===== src/inc/opdec_defines.svh =====
`ifndef OPDEC_DEFINES_SVH
`define OPDEC_DEFINES_SVH
`define MASK_LEVEL_SET   2'h3
`define MASK_LEVEL_CLEAR 2'h0
`define PAGE_ZERO_HI     8'h00
`define BYTE_ZERO        8'h00
`define ADDR_ZERO        16'h0000
`define PTR_NEXT         16'h0001
`endif


===== src/inc/opdec_pkg.sv =====
`default_nettype none
package opdec_pkg;
    // Addressing mode of the opcode just taken
    typedef enum logic [3:0] {
        mode_inherent,
        mode_immediate,
        mode_dir_short,
        mode_dir_long,
        mode_idx_none,
        mode_idx_short,
        mode_idx_long,
        mode_ind_short,
        mode_ind_long
    } addr_mode_t;
    // Inherent operations, plain or with a side effect here
    typedef enum logic [1:0] {
        op_plain,
        mask_set_op,
        mask_clear_op,
        halt_op
    } inh_op_t;
    typedef enum logic [2:0] {
        st_idle,
        st_byte1,
        st_byte2,
        st_ptr_hi,
        st_ptr_lo,
        st_done
    } dec_state_t;
endpackage
`default_nettype wire


===== src/rtl/cpu_operand_address_decoder.sv =====
`default_nettype none
`include "opdec_defines.svh"
module cpu_operand_address_decoder (
    // Clock and reset
    input  wire logic                  clk,
    input  wire logic                  sys_rst,
    // Opcode from fetch unit, already classified
    input  wire logic                  op_valid,
    output logic                       op_ready,
    input  wire opdec_pkg::addr_mode_t op_mode,
    input  wire opdec_pkg::inh_op_t    op_inh,
    input  wire logic                  op_rmw,
    input  wire logic                  op_use_y,
    // Instruction bytes following the opcode
    input  wire logic                  byte_valid,
    output logic                       byte_ready,
    input  wire logic [7:0]            byte_data,
    // Index registers
    input  wire logic [7:0]            index_x,
    input  wire logic [7:0]            index_y,
    // Pointer read on data memory
    output logic                       ptr_req,
    output logic [15:0]                ptr_addr,
    input  wire logic                  ptr_ack,
    input  wire logic [7:0]            ptr_data,
    // Decoded result
    output logic                       res_valid,
    output logic                       res_is_imm,
    output logic                       res_is_addr,
    output logic [15:0]                res_addr,
    output logic [7:0]                 res_imm,
    output logic                       res_illegal,
    // Core control effects
    output logic [1:0]                 int_mask,
    output logic                       osc_stop
);
    opdec_pkg::dec_state_t state;
    opdec_pkg::dec_state_t next_state;
    opdec_pkg::addr_mode_t mode;
    logic        use_y;
    logic        wide;
    logic [7:0]  ptr_loc;
    logic [15:0] word;
    logic        load_hi;
    logic        load_lo;

    // Unsigned index plus offset, carry kept in bit 8 and up
    function automatic logic [15:0] idx_add(input logic [7:0] idx, input logic [15:0] off);
        idx_add = off + {`PAGE_ZERO_HI, idx};
    endfunction

    // Operand byte count after the opcode
    wire       mode_two  = (op_mode == opdec_pkg::mode_dir_long)
                           || (op_mode == opdec_pkg::mode_idx_long);
    wire       mode_none = (op_mode == opdec_pkg::mode_inherent)
                           || (op_mode == opdec_pkg::mode_idx_none);
    // Long modes and immediate on read-modify-write ops are refused
    wire       rmw_bad   = op_rmw && (mode_two || op_mode == opdec_pkg::mode_ind_long
                           || op_mode == opdec_pkg::mode_immediate);
    wire       take_op   = op_valid && op_ready;
    wire       take_byte = byte_valid && byte_ready;
    wire       ptr_take  = ptr_req && ptr_ack;
    wire       is_ind    = (mode == opdec_pkg::mode_ind_short) || (mode == opdec_pkg::mode_ind_long);
    wire       refuse    = take_op && rmw_bad;
    // Opcode-only results form at the opcode edge, before mode and index choice are captured
    opdec_pkg::addr_mode_t cur_mode;
    assign cur_mode = take_op ? op_mode : mode;
    wire       cur_y     = take_op ? op_use_y : use_y;
    wire [7:0] idx_val   = cur_y ? index_y : index_x;
    // Only the long indirect reads a second pointer byte, one location up
    wire       ptr_next  = (state == opdec_pkg::st_ptr_lo) && (mode == opdec_pkg::mode_ind_long);

    assign op_ready   = (state == opdec_pkg::st_idle);
    assign byte_ready = (state == opdec_pkg::st_byte1) || (state == opdec_pkg::st_byte2);
    assign ptr_req    = (state == opdec_pkg::st_ptr_hi) || (state == opdec_pkg::st_ptr_lo);
    assign ptr_addr   = ptr_next ? ({`PAGE_ZERO_HI, ptr_loc} + `PTR_NEXT)
                                 : {`PAGE_ZERO_HI, ptr_loc};
    // First byte of a two-byte operand, or the pointer high byte, opens a word
    assign load_hi = (take_byte && state == opdec_pkg::st_byte1 && wide)
                  || (ptr_take && state == opdec_pkg::st_ptr_hi);
    assign load_lo = (take_byte && state == opdec_pkg::st_byte2)
                  || (ptr_take && state == opdec_pkg::st_ptr_lo);
    // The byte landing at this edge is used at once, so a result never sees stale bytes
    wire [7:0]  asm_byte = (is_ind && ptr_req) ? ptr_data : byte_data;
    wire [7:0]  loc_now  = (take_byte && state == opdec_pkg::st_byte1) ? byte_data : ptr_loc;
    wire [15:0] word_now = load_lo ? {word[15:8], asm_byte} : word;

    word_assemble u_word (
        .clk      (clk),
        .sys_rst  (sys_rst),
        .load_hi  (load_hi),
        .load_lo  (load_lo),
        .data_in  (asm_byte),
        .word_out (word)
    );

    // Sequencer over opcode, operand bytes and pointer reads
    always_comb
    begin
        next_state = state;
        unique case (state)
            opdec_pkg::st_idle:
                if (take_op)
                    next_state = (mode_none || rmw_bad) ? opdec_pkg::st_done : opdec_pkg::st_byte1;
            opdec_pkg::st_byte1:
                if (take_byte)
                begin
                    if (wide)
                        next_state = opdec_pkg::st_byte2;
                    else if (is_ind)
                        next_state = (mode == opdec_pkg::mode_ind_long) ? opdec_pkg::st_ptr_hi
                                                                        : opdec_pkg::st_ptr_lo;
                    else
                        next_state = opdec_pkg::st_done;
                end
            opdec_pkg::st_byte2:
                if (take_byte)
                    next_state = opdec_pkg::st_done;
            opdec_pkg::st_ptr_hi:
                if (ptr_take)
                    next_state = opdec_pkg::st_ptr_lo;
            opdec_pkg::st_ptr_lo:
                if (ptr_take)
                    next_state = opdec_pkg::st_done;
            opdec_pkg::st_done:
                next_state = opdec_pkg::st_idle;
        endcase
    end

    always_ff @(posedge clk or posedge sys_rst)
    begin
        if (sys_rst)
            state <= opdec_pkg::st_idle;
        else
            state <= next_state;
    end

    // Capture of mode, index choice and word width at opcode
    always_ff @(posedge clk or posedge sys_rst)
    begin
        if (sys_rst)
        begin
            mode  <= opdec_pkg::mode_inherent;
            use_y <= 1'b0;
            wide  <= 1'b0;
        end
        else if (take_op)
        begin
            mode  <= op_mode;
            use_y <= op_use_y;
            wide  <= mode_two;
        end
    end

    // Pointer location is the byte right after the opcode
    always_ff @(posedge clk or posedge sys_rst)
    begin
        if (sys_rst)
            ptr_loc <= `BYTE_ZERO;
        else if (take_byte && state == opdec_pkg::st_byte1)
            ptr_loc <= byte_data;
    end

    // Effective address per mode; short direct and indirect forms zero the high byte, short indexed keeps the carry
    logic [15:0] eff_addr;
    always_comb
    begin
        eff_addr = `ADDR_ZERO;
        unique case (cur_mode)
            opdec_pkg::mode_dir_short: eff_addr = {`PAGE_ZERO_HI, loc_now};
            opdec_pkg::mode_dir_long:  eff_addr = word_now;
            opdec_pkg::mode_idx_none:  eff_addr = {`PAGE_ZERO_HI, idx_val};
            opdec_pkg::mode_idx_short: eff_addr = idx_add(idx_val, {`PAGE_ZERO_HI, loc_now});
            opdec_pkg::mode_idx_long:  eff_addr = idx_add(idx_val, word_now);
            opdec_pkg::mode_ind_short: eff_addr = {`PAGE_ZERO_HI, word_now[7:0]};
            opdec_pkg::mode_ind_long:  eff_addr = word_now;
            default:                   eff_addr = `ADDR_ZERO;
        endcase
    end

    // Result register, one-cycle valid in the done state
    always_ff @(posedge clk or posedge sys_rst)
    begin
        if (sys_rst)
        begin
            res_valid   <= 1'b0;
            res_is_imm  <= 1'b0;
            res_is_addr <= 1'b0;
            res_addr    <= `ADDR_ZERO;
            res_imm     <= `BYTE_ZERO;
            res_illegal <= 1'b0;
        end
        else
        begin
            res_valid <= (next_state == opdec_pkg::st_done);
            if (next_state == opdec_pkg::st_done && state != opdec_pkg::st_done)
            begin
                res_illegal <= refuse;
                res_is_imm  <= (cur_mode == opdec_pkg::mode_immediate) && !refuse;
                res_is_addr <= (cur_mode != opdec_pkg::mode_inherent) && (cur_mode != opdec_pkg::mode_immediate)
                               && !refuse;
                res_imm     <= loc_now;
                res_addr    <= eff_addr;
            end
        end
    end

    // Mask level and oscillator stop take effect on the opcode itself;
    // leaving halt is up to the core's wake-up logic via reset
    always_ff @(posedge clk or posedge sys_rst)
    begin
        if (sys_rst)
        begin
            int_mask <= `MASK_LEVEL_SET;
            osc_stop <= 1'b0;
        end
        else if (take_op && op_mode == opdec_pkg::mode_inherent)
        begin
            if (op_inh == opdec_pkg::mask_set_op)
                int_mask <= `MASK_LEVEL_SET;
            else if (op_inh == opdec_pkg::mask_clear_op)
                int_mask <= `MASK_LEVEL_CLEAR;
            if (op_inh == opdec_pkg::halt_op)
                osc_stop <= 1'b1;
        end
    end
endmodule
`default_nettype wire


===== src/rtl/word_assemble.sv =====
`default_nettype none
`include "opdec_defines.svh"
// Joins two bytes into a word, first byte high
module word_assemble (
    // Clock and reset
    input  wire logic        clk,
    input  wire logic        sys_rst,
    // Byte strobes
    input  wire logic        load_hi,
    input  wire logic        load_lo,
    input  wire logic [7:0]  data_in,
    // Assembled word
    output logic      [15:0] word_out
);
    // High byte first, low byte second
    always_ff @(posedge clk or posedge sys_rst)
    begin
        if (sys_rst)
            word_out <= `ADDR_ZERO;
        else if (load_hi)
            word_out <= {data_in, `BYTE_ZERO};
        else if (load_lo)
            word_out <= {word_out[15:8], data_in};
    end
endmodule
`default_nettype wire


===== config.mk =====
export PLATFORM = sky130hd
export DESIGN_NAME = cpu_operand_address_decoder
export DESIGN_NICKNAME = d
export VERILOG_FILES = /design/src/inc/opdec_pkg.sv /design/src/rtl/cpu_operand_address_decoder.sv /design/src/rtl/word_assemble.sv
export VERILOG_INCLUDE_DIRS = /design/src /design/src/inc
export SDC_FILE = /design/constraint.sdc
export NUM_CORES = 1
export LEC_CHECK = 0
export BUFFER_PORTS_ARGS = -buffer_cell sky130_fd_sc_hd__buf_4
export CAP_MARGIN = 15
export CORE_MARGIN = 2
export CORE_UTILIZATION = 55
export CTS_BUF_LIST = sky130_fd_sc_hd__clkbuf_4 sky130_fd_sc_hd__clkbuf_8
export DETAILED_ROUTE_END_ITERATION = 7
export GPL_TIMING_DRIVEN = 0
export HOLD_SLACK_MARGIN = 0.03
export MAX_ROUTING_LAYER = met4
export PLACE_DENSITY = 0.8
export SYNTH_ARGS = -nofsm -noshare
export SYNTH_HDL_FRONTEND = slang
export SYNTH_SLANG_ARGS = --single-unit
export TNS_END_PERCENT = 10

===== constraint.sdc =====
create_clock -name clk -period 8.1 [get_ports clk]
set_clock_uncertainty 0.05 [all_clocks]
set_input_delay 1.62 -clock clk [delete_from_list [all_inputs] [get_ports clk]]
set_output_delay 1.62 -clock clk [all_outputs]
set_load 0.05 [all_outputs]

==> key figures <==
Run status
  • Status: finished clean

Floorplan
  • Die area: 0.00889 sq mm
  • Total core area: 0.00781 sq mm
  • Die width: 94.3 um
  • Starting Density: 0.574
  • # rows: 32
  • Die height: 94.3 um
  • # IOs: 95

Clock tree
  • Postcts setup bufs: 0
  • CTS tree: done
  • CTS Root Cell: clkbuf_8
  • Worst-Skew Late Latency: 0.33 ns
  • Total CTS buffers: 9
  • CTS max path bufs: 2
  • # resized after CTS: 0
  • H-Tree Depth: 3
  • Hold-fix buffer count after cts: 0
  • Sink Count: 63
  • Clock-pin slew on the worst setup and hold paths: 0.07 ns

GRT
  • GR Util met2: 0.461
  • Largest net degree at the start of global routing: 44
  • Initial antenna violation count: 0
  • Global Route Usage Sum: 0.294
  • GR Util met1: 0.390
  • GR peak layer: met2
  • Grt total ovfl: 0
  • First-pass GRT wire length: 19,500 um
  • Vias in the first global route: 3,907
  • Met3 Use GR: 0.0474

Setup path
  • CP Data Required Time: 8.31 ns
  • Worst setup SP type: input port
  • Critical path arrival: 5.53 ns
  • Critical Path Source: op_valid
  • Worst r2r src: state[0]$_DFF_PP0_
  • CP Capture Type: register
  • CP Max Fanout: 9
  • Kind of critical path: input port to register

Timing
  • Slew margin rel.: 0.386
  • Slew @ Worst Pin: 0.903 ns
  • Setup TNS: 0 ns
  • Pins over their slew limit: 0
  • RSZ-0062 raised after global routing: no
  • Final setup vio count: 0
  • Crit share post-route: 0.657
  • Crit path time final: 5.32 ns
  • Fmax achieved: 188 MHz
  • Final Hold Vio Count: 0

Synthesis
  • Count of cell types in the netlist: 74
  • Area contributors post-synth: dfrtp_1, ha_1, o21ai_0, nand2_1, mux2_2
  • Top post-synthesis cells by count: dfrtp_1, nand2_1, o21ai_0, nor2_1, a21oi_1
  • Synth Flop Type: dfrtp_1
  • Most frequent cell after synthesis: dfrtp_1
  • Post-synth EDFFs: 0
  • Seq/Total Area, Yosys: 0.352
  • Seq cells post-synth: 63
  • Syn avg cell area: 9.02 sq um
  • Cells after synthesis: 497
  • Synth Cell Area: 0.00448 sq mm
  • Synth area leader: dfrtp_1
  • Top-area cell type share of the netlist area: 0.346
  • Ys Warns: 0
  • Async set-reset flop share out of synthesis: 1.00

Cells and area
  • Non-filler instance count after layout: 707
  • Fillers: 624
  • Layout cell share with drive strength beyond 1: 0.279
  • Final #Nets: 666
  • Layout area overhead: 22.9%
  • Diodes inserted: 0

Detailed routing
  • Post-DR wirelength/cell: 17.2 um
  • Starting DRC count in detailed routing: 309
  • Antenna Nets Post-Route: 0
  • First-pass iteration count of the detailed router: 5
  • Via count: 4,205
  • DRC Markers: 0
  • Total routed wirelength: 12,200 um
  • Vias per cell: 5.95

Power
  • Part of the power in registers: 0.222
  • Sw frac: 0.506
  • Pint: 1.27 mW
  • Clock power frac: 0.118
  • Power Dens Cells: 467 mW/mm^2
  • Leak Pwr: 2.64 nW
  • Switching power: 1.30 mW
  • Comb pwr share: 0.660
  • Overall power: 2.57 mW
  • Peak supply drop: 0.000307 V

Worst hold path
  • Hold wc startpoint: osc_stop$_DFFE_PP0P_
  • Hold Crit Class: register to register

Job
  • Max Cap Viol: 0

Placed design
  • DP HPWL: 9420 um
  • Placed insts: 691
  • I/O Buffers: 85
  • Global placement routability congestion: 0.944
[final cells by class]
class | count | area [sq um] | share of cell area
repair buffers | 86 | 658 | 0.119
clock buffers | 12 | 146 | 0.0266
clock inverters | 4 | 70.1 | 0.0127
multi-input cells | 390 | 2620 | 0.476
inverters | 20 | 75.1 | 0.0136
well taps | 102 | 128 | 0.0232
flip-flops and latches | 63 | 1580 | 0.286
plain buffers | 30 | 229 | 0.0416
[state kept, by name, summed over array words and instances, names as in the netlist, 3 cells and up]
name	flops
mode	4
ptr_loc	8
res_addr	16
res_imm	8
state	3
u_word.word_out	16
[through the flow]
step | instance area [sq um] | setup slack [ns] | util | hold slack [ns]
2_1_floorplan | 4510 | 3.34 | - | 0.448
3_3_place_gp | 5270 | 2.53 | 0.675 | 0.400
3_5_place_dp | 5290 | 2.50 | 0.678 | 0.410
4_1_cts | 5510 | 2.84 | 0.705 | 0.426
5_1_grt | 5510 | 2.51 | 0.705 | 0.444
6_report | 5510 | 2.78 | 0.705 | 0.424
[power groups by stage]
| stage | clock network (mW) | registers [mW] | logic, mW |
|---|---|---|---|
| 3_3_place_gp | 0 | 0.564 | 1.64 |
| 4_1_cts | 0.308 | 0.568 | 1.69 |
| 5_1_grt | 0.322 | 0.588 | 1.84 |
| 3_5_place_dp | 0 | 0.571 | 1.68 |
| 6_report | 0.304 | 0.572 | 1.70 |
| 2_1_floorplan | 0 | 0.731 | 1.08 |
[worst max-delay path, cell delays in order]
cell and delay (ns):
buf_4 0.10, nor4b_4 0.33, mux2i_2 0.82, mux2_2 0.46, ha_1 0.24, fa_1 0.44, a211oi_1 0.33, o21ai_0 0.16
a31oi_1 0.54, o21ai_0 0.15, nand3_1 0.11, o21ai_0 0.09, o21ai_0 0.14
[cell families (layout without fill, tap and decap cells)]
logic type / count (synthesis) / in the layout / synth area share
buffers and inverters: 50 / 152 / 0.0678
adders and majority gates: 21 / 21 / 0.0620
DFF: 63 / 63 / 0.352
AOI/OAI and AO/OA: 139 / 139 / 0.195
xor gates and xnor gates: 20 / 20 / 0.0391
muxes: 34 / 34 / 0.0837
and+or+nand+nor: 169 / 169 / 0.200
other: 1 / 7 / 0.000836
[path summary, 6_finish.rpt]
| check | endpoint | slack, ns | depth (start not counted) |
|---|---|---|---|
| worst max-delay path | res_addr[14]$_DFFE_PP0P_ | 2.78 | 13 |
| worst min-delay path | osc_stop$_DFFE_PP0P_ | 0.42 | 1 |
| worst max register to register | res_addr[14]$_DFFE_PP0P_ | 3.45 | 14 |
| worst min register to register | osc_stop$_DFFE_PP0P_ | 0.42 | 1 |
| max in group asynchronous | int_mask[0]$_DFFE_PP1P_ | 6.10 | 3 |
| min in group asynchronous | use_y$_DFF_PP0_ | 1.25 | 2 |
[cells in the final DEF (no fill, tap or decap), drive strengths merged, types with 7 or more instances in the layout]
cell and n:
a211oi 7, a21oi 33, buf 102, clkbuf 26, conb 7, dfrtp 62, ha 19, inv 20
mux2 19, mux2i 15, nand2 57, nor2 35, nor2b 10, nor3 13, o21ai 53, o22ai 7
xnor2 12, xor2 8
[per-layer routing]
metal | up-vias | wire [um]
met4 | 0 | 252
met2 | 177 | 5790
met3 | 22 | 835
li1 | 1984 | -
met1 | 2022 | 5300
met5 | - | 0
Note: power is estimated with default switching activity, not from simulation.
